<file path="src/hdl/pira_pkg.sv">
// Package for the indirect PHY register access block.
// Assumes a single 40 MHz clock domain and a plain strobe register port.
package pira_pkg;

  // ------------------------------------------------------------
  // Register map
  // ------------------------------------------------------------
  // Register offsets count 32-bit words; the port decodes byte addresses, four per word.
  localparam logic [7:0] CMD_INDEX = 8'h06;
  localparam logic [7:0] DATA_INDEX = 8'h07;
  localparam logic [7:0] CMD_ADDR = 8'h18;
  localparam logic [7:0] DATA_ADDR = 8'h1C;

  // ------------------------------------------------------------
  // Field layout and reset values
  // ------------------------------------------------------------
  localparam int PHYAD_LSB = 11;
  localparam int PHYAD_MSB = 15;
  localparam int REGIDX_LSB = 6;
  localparam int REGIDX_MSB = 10;
  localparam int WNR_BIT = 1;
  localparam int BUSY_BIT = 0;
  localparam logic [4:0] PHYAD_RESET = 5'h00;
  localparam logic [4:0] REGIDX_RESET = 5'h00;
  localparam logic [15:0] DATA_RESET = 16'h0000;

  // ------------------------------------------------------------
  // Timing
  // ------------------------------------------------------------
  localparam int CLK_PERIOD_NS = 25;
  localparam int MGMT_TURN_NS = 100;
  localparam int MGMT_TURN_CYC =
    (MGMT_TURN_NS + CLK_PERIOD_NS - 1) / CLK_PERIOD_NS;

  // Carrier from the access engine to the PHY register set.
  typedef struct packed {
    logic [4:0] target_phy_address;
    logic [4:0] reg_idx;
    logic write;
    logic [15:0] wdata;
  } pira_req_t;

endpackage

</file>
<file path="src/hdl/pira_regset.sv">
// PHY management register set: the party the access engine talks to.
// Assumes requests are single-cycle strobes from the engine on the same clock.
`timescale 1ns/1ps
module pira_regset #(
  parameter int NUM_REGS = 32
) (
  input wire logic ref_clk,
  input wire logic sys_rst,
  input wire logic req_valid,
  input wire pira_pkg::pira_req_t req,
  input wire logic [4:0] own_target_phy_address,
  output logic done_q,
  output logic [15:0] rdata_q
);
  import pira_pkg::*;

  // A five-bit index cannot reach more than 32 registers.
  if (NUM_REGS < 1 || NUM_REGS > 32) begin : g_bad_num_regs
    $error("NUM_REGS must lie between 1 and 32");
  end

  logic [15:0] regs_q [NUM_REGS];
  logic [$clog2(MGMT_TURN_CYC + 1):0] cnt_q;
  logic busy_q;
  pira_req_t hold_q;

  // ------------------------------------------------------------
  // Access timing
  // ------------------------------------------------------------
  // A fixed turnaround models the management access latency.
  always_ff @(posedge ref_clk) begin
    if (sys_rst) begin
      busy_q <= 1'b0;
      cnt_q <= '0;
      hold_q <= '0;
      done_q <= 1'b0;
    end else begin
      done_q <= 1'b0;
      if (req_valid && !busy_q) begin
        busy_q <= 1'b1;
        hold_q <= req;
        cnt_q <= '0;
      end else if (busy_q) begin
        cnt_q <= cnt_q + 1'b1;
        if (int'(cnt_q) == MGMT_TURN_CYC - 1) begin
          busy_q <= 1'b0;
          done_q <= 1'b1;
        end
      end
    end
  end

  // ------------------------------------------------------------
  // Storage
  // ------------------------------------------------------------
  // An unanswered address or index reads all ones, as an idle bus would.
  always_ff @(posedge ref_clk) begin
    if (sys_rst) begin
      rdata_q <= 16'h0000;
      for (int i = 0; i < NUM_REGS; i++) begin
        regs_q[i] <= 16'h0000;
      end
    end else if (busy_q && int'(cnt_q) == MGMT_TURN_CYC - 1) begin
      if (hold_q.target_phy_address != own_target_phy_address || int'(hold_q.reg_idx) >= NUM_REGS) begin
        rdata_q <= 16'hFFFF;
      end else if (hold_q.write) begin
        regs_q[hold_q.reg_idx] <= hold_q.wdata;
        rdata_q <= hold_q.wdata;
      end else begin
        rdata_q <= regs_q[hold_q.reg_idx];
      end
    end
  end

endmodule

</file>
<file path="src/hdl/pira_top.sv">
// Indirect PHY register access: command and data registers plus access engine.
// Assumes one clock, synchronous reset and a plain strobe register port.
//
// Functional notes
// - The command and data pair give software one PHY register access per transaction.
// - Command bits 10:6 pick the register index inside the addressed PHY.
// - Direction bit 1 set writes the data register to the PHY, clear reads it.
// - A read places the fetched PHY value into the data register.
// - Busy stays set for the whole access, is cleared by hardware, and resets to zero.
// - Read data is updated on the same edge that busy clears and is invalid until then.
// - The data register holds 16 bits, its upper half reads zero, and it resets to zero.
`timescale 1ns/1ps
module pira_top (
  input wire logic ref_clk,
  input wire logic sys_rst,
  input wire logic [7:0] reg_addr,
  input wire logic [31:0] reg_wdata,
  input wire logic reg_wr,
  input wire logic reg_rd,
  input wire logic [4:0] own_target_phy_address,
  output logic [31:0] reg_rdata_q,
  output logic busy_q
);
  import pira_pkg::*;

  logic [4:0] target_phy_address_q;
  logic [4:0] reg_idx_q;
  logic wnr_q;
  logic [15:0] data_q;
  logic start_q;
  logic done;
  logic [15:0] phy_rdata;
  logic cmd_wr;
  logic data_wr;
  logic launch;
  pira_req_t req;

  function automatic logic [31:0] cmd_word(input logic [4:0] pa, input logic [4:0] ri,
                                           input logic wnr, input logic bsy);
    logic [31:0] w;
    w = 32'h0000_0000;
    w[PHYAD_MSB:PHYAD_LSB] = pa;
    w[REGIDX_MSB:REGIDX_LSB] = ri;
    w[WNR_BIT] = wnr;
    w[BUSY_BIT] = bsy;
    return w;
  endfunction

  // ------------------------------------------------------------
  // Write decode
  // ------------------------------------------------------------
  // Writes arriving while busy are dropped so an access in flight stays coherent.
  assign cmd_wr = reg_wr && reg_addr == CMD_ADDR && !busy_q;
  assign data_wr = reg_wr && reg_addr == DATA_ADDR && !busy_q;
  assign launch = cmd_wr && reg_wdata[BUSY_BIT];

  always_ff @(posedge ref_clk) begin
    if (sys_rst) begin
      target_phy_address_q <= PHYAD_RESET;
      reg_idx_q <= REGIDX_RESET;
      wnr_q <= 1'b0;
    end else if (cmd_wr) begin
      target_phy_address_q <= reg_wdata[PHYAD_MSB:PHYAD_LSB];
      reg_idx_q <= reg_wdata[REGIDX_MSB:REGIDX_LSB];
      wnr_q <= reg_wdata[WNR_BIT];
    end
  end

  // ------------------------------------------------------------
  // Data register
  // ------------------------------------------------------------
  always_ff @(posedge ref_clk) begin
    if (sys_rst) begin
      data_q <= DATA_RESET;
    end else if (done && !wnr_q) begin
      data_q <= phy_rdata;
    end else if (data_wr) begin
      data_q <= reg_wdata[15:0];
    end
  end

  // ------------------------------------------------------------
  // Busy flag and launch
  // ------------------------------------------------------------
  always_ff @(posedge ref_clk) begin
    if (sys_rst) begin
      busy_q <= 1'b0;
      start_q <= 1'b0;
    end else begin
      start_q <= launch;
      if (launch) begin
        busy_q <= 1'b1;
      end else if (done) begin
        busy_q <= 1'b0;
      end
    end
  end

  always_comb begin
    req.target_phy_address = target_phy_address_q;
    req.reg_idx = reg_idx_q;
    req.write = wnr_q;
    req.wdata = data_q;
  end

  pira_regset #(
    .NUM_REGS(32)
  ) u_regset (
    .ref_clk(ref_clk),
    .sys_rst(sys_rst),
    .req_valid(start_q),
    .req(req),
    .own_target_phy_address(own_target_phy_address),
    .done_q(done),
    .rdata_q(phy_rdata)
  );

  // ------------------------------------------------------------
  // Read port
  // ------------------------------------------------------------
  // Unmapped addresses read zero, as do all reserved bits.
  always_ff @(posedge ref_clk) begin
    if (sys_rst) begin
      reg_rdata_q <= 32'h0000_0000;
    end else if (reg_rd && reg_addr == CMD_ADDR) begin
      reg_rdata_q <= cmd_word(target_phy_address_q, reg_idx_q, wnr_q, busy_q);
    end else if (reg_rd && reg_addr == DATA_ADDR) begin
      reg_rdata_q <= {16'h0000, data_q};
    end else begin
      reg_rdata_q <= 32'h0000_0000;
    end
  end
endmodule

</file>
<file path="config.mk">
export PLATFORM = sky130hd
export DESIGN_NAME = pira_top
export DESIGN_NICKNAME = d
export VERILOG_FILES = /design/src/hdl/pira_pkg.sv /design/src/hdl/pira_regset.sv /design/src/hdl/pira_top.sv
export SDC_FILE = /design/constraint.sdc
export NUM_CORES = 1
export LEC_CHECK = 0
export BUFFER_PORTS_ARGS = -buffer_cell sky130_fd_sc_hd__buf_2
export CORE_MARGIN = 5
export CORE_UTILIZATION = 55
export CTS_CLUSTER_SIZE = 10
export DETAILED_ROUTE_END_ITERATION = 10
export GPL_TIMING_DRIVEN = 0
export HOLD_SLACK_MARGIN = 0.03
export PLACE_DENSITY = 0.72
export SLEW_MARGIN = 15
export SYNTH_ARGS = -nofsm -noshare
export SYNTH_HDL_FRONTEND = slang
export SYNTH_SLANG_ARGS = --single-unit
export TNS_END_PERCENT = 1
</file>
<file path="constraint.sdc">
create_clock -name ref_clk -period 7.91 [get_ports ref_clk]
set_input_delay 0.3955 -clock ref_clk [delete_from_list [all_inputs] [get_ports ref_clk]]
set_output_delay 0.3955 -clock ref_clk [all_outputs]
set_load 0.05 [all_outputs]
</file>
==> results.txt, run 1 <==
The number of global-route vias before repair is 18384. The clock input transition at the sequential cells of the worst setup and hold paths works out to 0.05 ns. The number of cell instances on the worst register-to-register path is 9, and the cell depth of the worst min-delay path is 3.

The run gives 0 as the final setup violation count. The internal power of the cells totals 0.00530 W. The run gives 4.22 ns as the worst setup slack before clock tree synthesis. Clock tree synthesis selected as its root buffer the cell clkbuf_16. For this design the total switching power over the nets is 0.00141 W. After global routing, the most crowded layer is met2. Critical path startpoint category: a register.

TritonCTS built the clock tree. The H-tree generated during clock tree synthesis spans 3 levels. The data arrival time of the worst path is 4.41 ns, and the quantity of I/O buffers inserted on ports is 48. Clock tree synthesis found a total of 611 sinks.

Clock network fraction of design power: 43.2%. Post-CTS timing repair inserted 0 buffers for setup. Across the run, the number of max-cap violations was 0. The critical path class is register to register. From synthesis to final layout, the design area changed by 13.5%. For this block, the routed nets add up to 99100 microns of wire. The multi-input gate area in the final layout was 8240 sq um; the cell area after layout was 29700 sq um. Maximum number of pins on one net before global-route repair: 15. Headroom to the max-slew limit came out at 18.2%. For this run the aggregate overflow at the end of global routing stands at 0. For the final net count, the log shows 2242. For this run, asynchronously set or reset flops after synthesis account for 0%. For met3 alone, demand over resource in global routing was 15.5%. The logs give 53.5% for the power share of the sequential group and 53.5% for the met2 routing resource usage after global routing. The number of synthesized flops with an enable pin was 512; the vias per cell was 6.72. The number of antenna-violating nets in the routed design was 0.

The tools report the number of filler instances in the final layout as 3585. The run finished with clean final reports. The first global-routing pass estimated 137000 microns of wire. Setup slack on the critical path of the routed design comes to 4.02 ns.

Measured along the y axis, the die boundary spans 228 microns. The kind of cell with the highest combined delay along the critical path is buffers and inverters. The end-of-flow core utilization is 62.7%, and the minimum clock period after layout is 3.89 ns. In the synthesized netlist, the number of instances is 2024. The initial cell density of the core is 55.2%, and the maximum single-stage delay on the critical path is 0.59 ns. In this run, synthesis produced a sequential element count of 611.

Yosys mapped the design onto 42 distinct sky130hd cell types. The share of total power dissipated in combinational logic is 3.3%. The number of buffers and inverters on the critical path is 4. Across every metal layer, demand over resource in global routing totals 37.6%. The number of warning messages in the yosys log is 0, and the number of slew-limit violations in the final report is 0. In this run the static leakage power is 9.68 nW. The tools report the portion of the post-synthesis area used by sequential elements as 66.3%. The tools report the timing-limited maximum frequency as 257 MHz. The maximum buffer depth of the clock tree is 3, and the maximum fanout encountered on the critical timing path is 10.

The placed instances occupy a cell area of 27800 sq um. The post-route netlist has 15.6% of its cells at a drive strength greater than 1. The sum of negative setup slack is 0 ns. For the hold violation count in the final report, the log shows 0. Switching part of the total power: 21.0%. The routed layout has 19001 vias. The areal power density over the cells works out to 226 nW/um^2. In this run, the number of DRC markers left after iteration 0 of detailed routing was 3332. Number of antenna violations at the first check in global routing: 1. In this run the worst hold path is classified as input pin to register. The transition at the pin with the smallest max-transition slack works out to 1.22 ns. Final worst-path cycle share: 49.2%. Hold repair after CTS inserted 0 buffers. In this run the number of cells on the critical path is 9. Dividing the detail-routed wire length by the instance count gives 35.1 microns. 82 I/O pins were placed. Across the VDD grid, the largest voltage drop is 0.164 mV.

Between clock sinks in the finished design, the worst skew comes to 0.0379 ns. The routability congestion estimate is 1.03, and the core footprint is 47400 sq um. The most common library cell in the layout ignoring fill and taps was nor2_1. The global routing usage on met1 was 46.7%. Cell with the largest stage delay on the worst path: clkbuf_1.

For the detailed-route DRC error count, the log shows 0. For the data required time at the worst endpoint, the log shows 8.43 ns. Sequential cell area: 17400 sq um.

Detailed placement ended at an HPWL of 65800 microns. The clock insertion delay at the later pin of the skew report came out at 0.64 ns. The critical path goes through clkbuf_1 -> buf_2 -> buf_2 -> and3_1 -> clkbuf_1 -> a22oi_1 -> o2111ai_1 -> o2111ai_1 -> a211oi_1. In the layout the commonest cells are nor2_1, edfxtp_1, nand2_1.

Summing every instance area after synthesis gives 26200 sq um. The logs give 0 for the number of instances resized during post-cts repair and 6 for the detailed-routing iteration count for the pre-antenna-repair pass. The width of the die is 228 microns. The average cell area after synthesis works out to 12.9 sq um. Setup repair after global routing left no endpoint under its margin. The run gives 80 as the placement row count. The most used flip-flop cell after synthesis was edfxtp_1. The sort of element at the end of the critical path is a register. Setup slack on the worst reg-to-reg path comes out at 4.02 ns.

The total die area was 52100 sq um; the number of clock buffers inserted by TritonCTS was 71.
worst paths after layout:
| path | startpoint | to |
|---|---|---|
| hold reg to reg | u_regset.hold_q[22] | u_regset.hold_q[22] |
| setup / recovery | register | u_regset.rdata_q[5] |
| setup reg to reg | register | u_regset.rdata_q[5] |
| hold / removal | reg_wdata[9] | reg_idx_q[3] |
registers in the layout, indices dropped and copies added, names as in the netlist, 4 cells and up, named ones only:
register and count:
u_regset.regs_q 512, u_regset.hold_q 27, data_q 16, reg_rdata_q 16, u_regset.rdata_q 16, reg_idx_q 5
target_phy_address_q 5, u_regset.cnt_q 4
power by group through the flow:
| stage | clock (W) | sequential, W | combinational, W |
|---|---|---|---|
| floorplan | 0 | 0.00365 | 0.000118 |
| global placement | 0 | 0.00365 | 0.000186 |
| detailed placement | 0 | 0.00366 | 0.000215 |
| CTS | 0.00288 | 0.00359 | 0.000216 |
| global route | 0.00303 | 0.00360 | 0.000226 |
| finish | 0.00290 | 0.00359 | 0.000221 |
routing by layer:
layer  wire length (microns)  share of wire, %
met2                   41700                42
met4                    8950               9.0
met5                       0                 0
met1                   33900                34
met3                   14600                15
per-stage QoR:
stage          total power (W)  cells  hold slack (ns)
2_1_floorplan          0.00377   2039            0.441
3_5_place_dp           0.00387   2734            0.462
5_1_grt                0.00686   2826           0.0731
4_1_cts                0.00669   2826           0.0511
3_3_place_gp           0.00384   2702            0.456
6_report               0.00671   2828           0.0627
synthesized netlist by cell type (32+ instances only):
| cell | instances | share of area (%) |
|---|---|---|
| mux2_2 | 32 | 1.4 |
| dfxtp_1 | 99 | 7.6 |
| a211oi_1 | 32 | 0.92 |
| nand2_1 | 151 | 2.2 |
| a21oi_1 | 47 | 0.90 |
| o2111ai_1 | 32 | 1.1 |
| mux2i_1 | 120 | 4.6 |
| clkbuf_1 | 114 | 1.6 |
| edfxtp_1 | 512 | 59 |
| o21bai_1 | 32 | 0.92 |
| nor2_1 | 582 | 8.3 |
| mux4_2 | 80 | 6.9 |
worst register-to-register path: cells and delay by family (launching register included):
kind	cells	cell delay, ns
AND/OR/NAND/NOR	1	0.23
AO/OA/AOI/OAI	4	1.16
buffers and inverters	4	2.12
flip-flops	1	0.30
final cells by class:
| cell class | count | area share [%] |
|---|---|---|
| Sequential cell | 611 | 58.4 |
| Multi-Input combinational cell | 1249 | 27.7 |
| Clock buffer | 87 | 6.36 |
| Tap cell | 615 | 2.59 |
| Buffer | 173 | 2.54 |
| Timing Repair Buffer | 80 | 2.20 |
| Clock inverter | 5 | 0.135 |
| Inverter | 6 | 0.0758 |
| Antenna cell | 2 | 0.0168 |
cell families after synthesis:
| logic type | after synthesis | synth area share (%) |
|---|---|---|
| buffers and inverters | 179 | 2.97 |
| adder cells (fa/ha/maj) | 1 | 0.0478 |
| other | 1 | 0.0143 |
| AO/OA/AOI/OAI | 207 | 5.79 |
| flip-flops | 611 | 66.3 |
| multiplexers | 232 | 12.8 |
| XOR/XNOR | 7 | 0.234 |
| AND/OR/NAND/NOR | 786 | 11.8 |
Note: power is estimated with default switching activity, not from simulation.
==> run 2: changes to the inputs <==
==> constraint.sdc (replaced) <==
create_clock -name ref_clk -period 3.9 [get_ports ref_clk]
set_input_delay 0.195 -clock ref_clk [delete_from_list [all_inputs] [get_ports ref_clk]]
set_output_delay 0.195 -clock ref_clk [all_outputs]
set_load 0.05 [all_outputs]
==> run 2 against run 1 <==
Combinational power up 110%; fmax up 1.6%; non-clock buffer count increased by 18; design area increased by 0.61%; critical path depth unchanged; cell count increased by 0.64%; count of clock-buffer cells in the layout stayed put; largest power group unchanged; clock power is 100% higher; first-iteration DRC count increased by 2.7%; utilization is 0.39 points higher.
==> results.txt, run 2 (synthesized netlist as in run 1, its figures left out) <==
The flow ran to the end, and the final reports show no timing, DRC or antenna violations. The tools report the number of global-route vias before repair as 18494. The post-CTS setup repair buffer count was 0. Setup violations remaining at the end of the flow were counted as 0. Vias per cell: 6.67.

The growth of design area from synthesis to finish is 14.2%, and the timing-limited maximum frequency is 261 MHz. Routed via count: 18974. For this run, the total global-route usage over all layers was measured as 37.7%. The register bank with the most flops was u_regset.regs_q.

In the final layout, the registers with the most flip-flops are u_regset.regs_q x512, u_regset.hold_q x27. The worst setup path is launched from a register. TritonCTS created 71 clock buffers.

In the final routed layout, each cell accounts on average for 34.9 microns. The register with the most flip-flops in the layout has 512 of them. The relative contribution of combinational cells to total power is 3.4%. For the final database, setup skew stands at 0.0295 ns. The startpoint identified for the worst hold timing path is reg_addr[2].

In this run the worst path has a maximum fanout of 10. In this run the tightest slew margin relative to its limit is 16.3%. The first global-routing pass estimated 137000 microns of wire. The run gives 2260 as the final net count.

The most common library cell in the layout ignoring fill and taps is nor2_1. Detailed-routing iteration count for the pre-antenna-repair pass: 6. The worst min-delay path class was input pin to register.

The sequential cell area is 17400 sq um. The clock passes through at most 3 buffers. The sort of element at the end of the critical path was a register. Clock insertion delay at the later pin of the skew report: 0.63 ns. CTS placed an instance of clkbuf_16 at the clock tree root.

Number of slew-limit violations in the final report: 0. Power spread over the standard cell area amounts to 455 nW/um^2. The tools report the worst slack on hold paths as 0.0652 ns. The core region is 47400 sq um. The floorplan step defined a die boundary enclosing 52100 sq um. IR analysis of the VDD net gives a maximum drop of 0.332 mV. For the worst setup path, the data required time is 4.42 ns.

For the placement row count, the log shows 80. Summed over all nets, the switching power comes to 0.00285 W. The number of clock sinks seen by CTS came out at 611.

During placement, the flow inserted port buffers numbering 48. The total overflow reported by the global router was 0; the final wirelength was 99200 microns. Setup repair after global routing left no endpoint under its margin. TritonCTS built the clock tree.

In this run switching power makes up 21.0% of total power. The hold violation count in the final report was 0. After filler insertion, the fill cell instance count of the layout stands at 3565. The final worst-path cycle share is 98.1%, and the power share of the sequential group is 53.5%. At the pin with the least slew margin, the transition time is 1.25 ns.

Clock network fraction of design power: 43.1%. For the maximum number of pins on one net before global-route repair, the log shows 15. The routability congestion estimate was 1.03. The multi-input gate area in the final layout is 8240 sq um. Once detailed placement completed, the half-perimeter wirelength came to 65800 microns.

The tools report the I/O pin count as 82. The total chip power was 0.0136 W. The minimum clock period after layout works out to 3.83 ns. For the number of antenna violations at the first check in global routing, the log shows 1.

Clock-pin slew was measured on the worst setup and hold paths at 0.05 ns. The internal power of the cells totals 0.0108 W. The H-tree was split into 3 levels. The die is 228 microns tall. After the first detailed-routing iteration, the DRC count stood at 3422. In this run the remaining antenna-violating nets after routing total 0.

From left edge to right edge, the die measures 228 microns. Summed over all cells, the static leakage comes to 9.75 nW. The layout cell share with drive strength beyond 1 works out to 15.4%. The run gives 0 as the max capacitance violation total.

Critical path class: register to register. The run gives 55.2% as the initial cell density of the core. The top cell types in the final layout, fill and taps aside, are nor2_1, edfxtp_1, nand2_1.

In the routed design, unresolved DRC markers number 0. Data arrives at the worst endpoint at 4.35 ns.
[run 2: changes by cell type in the layout (fill, tap and decap cells not counted)]
cell	delta
buf_2	-1
clkbuf_4	+1
dlygate4sd3_1	+18
[run 2: critical path, cell delays in order, from the launching register on]
cell       delay [ns]
dfxtp_1          0.30
clkbuf_1         0.61
clkbuf_4         0.51
buf_2            0.45
and3_1           0.23
clkbuf_1         0.46
a22oi_1          0.30
o2111ai_1        0.24
o2111ai_1        0.32
a211oi_1         0.30
[run 2: stage by stage]
stage	std cells	util [%]	setup slack (ns)	setup TNS (ns)	instance area, sq um
6_report	2846	63.0	0.0740	0	29900
5_1_grt	2844	63.0	0.0286	0	29900
4_1_cts	2844	63.0	0.198	0	29900
3_5_place_dp	2734	58.6	0.211	0	27800
3_3_place_gp	2702	57.5	-0.427	-66.78	27300
2_1_floorplan	2039	-	0.594	0	26300
[run 2: path summary, 6_finish.rpt]
kind | end | slack [ns] | cells past startpoint
hold reg to reg | u_regset.hold_q[25] | 0.48 | 2
setup reg to reg | u_regset.rdata_q[5] | 0.07 | 9
setup / recovery | u_regset.rdata_q[5] | 0.07 | 9
hold / removal | reg_rdata_q[15] | 0.07 | 4
[run 2: cell type report]
class	count	share of cell area, %
Antenna cell	2	0.0167
Buffer	173	2.54
Clock buffer	87	6.32
Clock inverter	5	0.134
Inverter	6	0.0753
Multi-Input combinational cell	1249	27.5
Sequential cell	611	58.0
Tap cell	615	2.57
Timing Repair Buffer	98	2.79
[run 2: routing by layer]
metal	track usage [%]	share of wire, %	vias up
li1	-	-	7665
met1	46.9	34	9281
met2	53.7	42	1652
met3	15.6	15	376
met4	26.8	9.2	0
met5	0	0	-
[run 2: power groups by stage]
stage	Clock, W	Combinational, W	Sequential [W]
floorplan	0	0.000239	0.00740
global placement	0	0.000377	0.00741
detailed placement	0	0.000436	0.00741
CTS	0.00584	0.000450	0.00728
global route	0.00616	0.000473	0.00729
finish	0.00587	0.000462	0.00728
[run 2: timing repair]
item,CTS,global route
hold buffers,18,0
endpoints found under the setup margin,0,2
resized for setup,0,1
endpoints found under the hold margin,29,0
==> run 3: changes to the inputs <==
==> constraint.sdc (replaced) <==
create_clock -name ref_clk -period 3.9 [get_ports ref_clk]
set_input_delay 1.17 -clock ref_clk [delete_from_list [all_inputs] [get_ports ref_clk]]
set_output_delay 1.17 -clock ref_clk [all_outputs]
set_load 0.05 [all_outputs]
==> run 3 against run 2 <==
Count of clock-buffer cells in the layout did not move; non-clock buffer count down 18; critical path depth stayed put; register-to-register slack better by 0.06 ns; routed wire length barely moved; global-route usage down 0.14 points; via count up 0.30%; combinational power shrank 3%; critical path type unchanged; largest cell class unchanged.
==> results.txt, run 3 (synthesized netlist as in run 1, its figures left out) <==
The run finished with clean final reports. At the pin with the least slew margin, the transition time is 1.24 ns. Dividing the final minimum period by the clock period gives 96.6%.

Once placement finished, the instance area stood at 27800 sq um. The number of cell instances on the worst register-to-register path works out to 9. In this run the most critical hold path is launched from u_regset.hold_q[22]. Per report_power, the sequential group accounts for 53.5% of the total. For this design, the slowest cell found on the critical path is clkbuf_1. Headroom to the max-slew limit came out at 17.4%.

The tools report the all-layer global routing usage as 37.6%. The share of total power dissipated in combinational logic is 3.3%. The clock insertion delay at the later pin of the skew report was 0.64 ns; the number of flip-flops under the largest register name was 512. Of the cells placed in the final design, the portion with a size suffix greater than 1 is 15.6%. The floorplan step set the die height to 228 microns.

Counting both buffers and inverters, the worst setup path holds a total of 4. The tools report the initial cell density of the core as 55.2%. Summed over all layers, the routed wires come to 99200 microns. The hold-critical path endpoint was u_regset.hold_q[22]. u_regset.regs_q holds more flip-flops than any other register. The run gives 0 ns as the sum of negative setup slack.

Along the worst path, the maximum fanout reaches 10. The net count of the finished layout is 2242. The number of antenna violations at the first check in global routing was 1; the internal power component was 0.0108 W.

The areal power density over the cells works out to 458 nW/um^2. Max-cap violations in this run came to 0. Clock-pin slew was measured on the worst setup and hold paths at 0.05 ns. The run gives 18384 as the number of global-route vias before repair. The clock drives 611 sinks.

The total area inside the core boundary comes to 47400 sq um. Once the clock tree was built, the setup fixing pass inserted 0 buffers. For this run, design rule violations remaining after detail routing come to 0. The finished cells cover 29700 sq um. The tools report the sort of element at the end of the critical path as a register. The first routing iteration left 3340 violations. The run gives 0 as the number of slew-limit violations in the final report. The destination of the worst register-to-register timing path is u_regset.rdata_q[7]. 82 I/O pins were placed.

Setup violations remaining at the end of the flow were counted as 0. The finished layout holds 2828 standard cells, fillers aside. The net switching component of the power is 0.00287 W, and the leakage power total is 9.68 nW.

The clock network is responsible for 43.2% of the overall power. The root buffer cell was clkbuf_16. Global routing finished with a remaining overflow of 0. The tools report the routed via count as 19030. Setup repair after global routing left no endpoint under its margin. The congestion estimate from routability-driven global placement came to 1.03.

The sequential cell area is 17400 sq um, and the post-detailed-route wirelength per cell is 35.1 microns. Entering global routing, the biggest net connects 15 pins. The worst reg-to-reg setup slack was 0.13 ns; the largest clock skew in the final design was 0.0378 ns. The kind of cell with the highest combined delay along the critical path is buffers and inverters.

After legalization and detailed placement, the total HPWL measured 65800 microns. The first TritonRoute pass finished after 8 iterations. Relative to the synthesized area, the layout overhead comes to 13.5%. Once detail routing completed, the nets flagged for antenna violations numbered 0. For this run, the top clock speed supported by timing is 265 MHz. The most common library cell in the layout ignoring fill and taps is nor2_1. Dividing the detail-routed via count by the number of cells gives 6.73.

The multi-input combinational cells in the finished layout cover a total of 8240 sq um. TritonCTS built the clock tree. The largest registers in the layout are u_regset.regs_q x512, u_regset.hold_q x27. The critical path in this run is classified as register to register. CTS H-tree depth: 3.

For the hold violation count in the final report, the log shows 0. During placement, the flow inserted port buffers numbering 48. Of the total power, the share spent switching nets is 21.1%.

For the total die area, the log shows 52100 sq um. STA classifies the critical path startpoint as a register. The clock passes through at most 3 buffers. Along the worst hold path, the cell count comes to 2. Counting I/O delays and the setup requirement, the final critical path takes 3.77 ns.

The total chip power came out at 0.0136 W. Measured along the x axis, the die boundary spans 228 microns. The tools report the data arrival time of the worst path as 4.29 ns. Traced cell by cell, the critical path runs through clkbuf_1 -> clkbuf_4 -> buf_2 -> and3_1 -> clkbuf_1 -> a22oi_1 -> o2111ai_1 -> o2111ai_1 -> a211oi_1. The data required time at the worst endpoint was 4.42 ns; the placed instance count was 2734. After floorplanning, the core was divided into 80 placement rows.

The run gives 137000 microns as the wire length of the first global-routing pass. Buffers inserted during clock tree synthesis total 71. Maximum single-stage delay on the critical path: 0.59 ns. The worst min-delay path class is register to register.

The tools report the worst voltage drop across the vdd grid as 0.333 mV. The top cell types in the final layout, fill and taps aside, are nor2_1, edfxtp_1, nand2_1. The number of filler instances in the final layout was 3586.
## run 3: cell count changes in the layout (fill, tap and decap cells not counted), sizes merged
cell and change:
dlygate4sd3 -18
## run 3: final cells by class
class,count,share of cell area [%]
repair buffers,80,2.20
inverters,6,0.0758
plain buffers,173,2.55
clock buffers,87,6.35
flip-flops and latches,611,58.4
clock inverters,5,0.135
well taps,615,2.59
diodes,2,0.0168
multi-input cells,1249,27.7
## run 3: timing repair
action / CTS / global route
endpoints found under the setup margin: 0 / 2
hold endpoints to repair: 0 / 0
gates resized for setup: 0 / 1
hold buffers: 0 / 0
## run 3: worst max path at each step
stage | start | slack [ns] | cells past startpoint | to
final | register | 0.13 | 9 | u_regset.rdata_q[7]
after global routing | u_regset.cnt_q[1] | 0.03 | 11 | u_regset.regs_q[26][14]
after CTS | register | 0.20 | 9 | u_regset.rdata_q[7]
after detailed placement | own_target_phy_address[2] | -0.30 | 10 | u_regset.regs_q[26][10]
after global placement | own_target_phy_address[2] | -0.97 | 9 | u_regset.regs_q[26][8]
after floorplan | own_target_phy_address[0] | 0.12 | 8 | u_regset.regs_q[27][0]
## run 3: tightest hold or removal path: cells and delay by family (launching register included)
kind | cells | cell delay [ns]
flops | 1 | 0.31
simple gates | 1 | 0.05
compound gates | 1 | 0.05
## run 3: power by group through the flow
| stage | clock network [W] | registers (W) | logic (W) |
|---|---|---|---|
| 6_report | 0.00589 | 0.00728 | 0.000449 |
| 2_1_floorplan | 0 | 0.00740 | 0.000239 |
| 5_1_grt | 0.00615 | 0.00729 | 0.000459 |
| 3_5_place_dp | 0 | 0.00741 | 0.000436 |
| 3_3_place_gp | 0 | 0.00741 | 0.000377 |
| 4_1_cts | 0.00584 | 0.00728 | 0.000438 |
## run 3: metrics by stage
| step | hold slack, ns | utilization (%) | worst slack, ns |
|---|---|---|---|
| after global routing | 0.489 | 62.7 | 0.0286 |
| after floorplan | 0.441 | - | 0.116 |
| after global placement | 0.456 | 57.5 | -0.972 |
| after CTS | 0.468 | 62.6 | 0.198 |
| after detailed placement | 0.462 | 58.6 | -0.298 |
| final | 0.468 | 62.7 | 0.132 |
## run 3: metal layers
| layer | wire length [microns] | part of all wire, % | GRT usage, % | up-vias |
|---|---|---|---|---|
| met5 | 0 | 0 | 0 | - |
| met4 | 9010 | 9.1 | 26.8 | 0 |
| met3 | 14900 | 15 | 15.5 | 374 |
| met2 | 41700 | 42 | 53.5 | 1661 |
| met1 | 33600 | 34 | 46.7 | 9366 |
| li1 | - | - | - | 7629 |
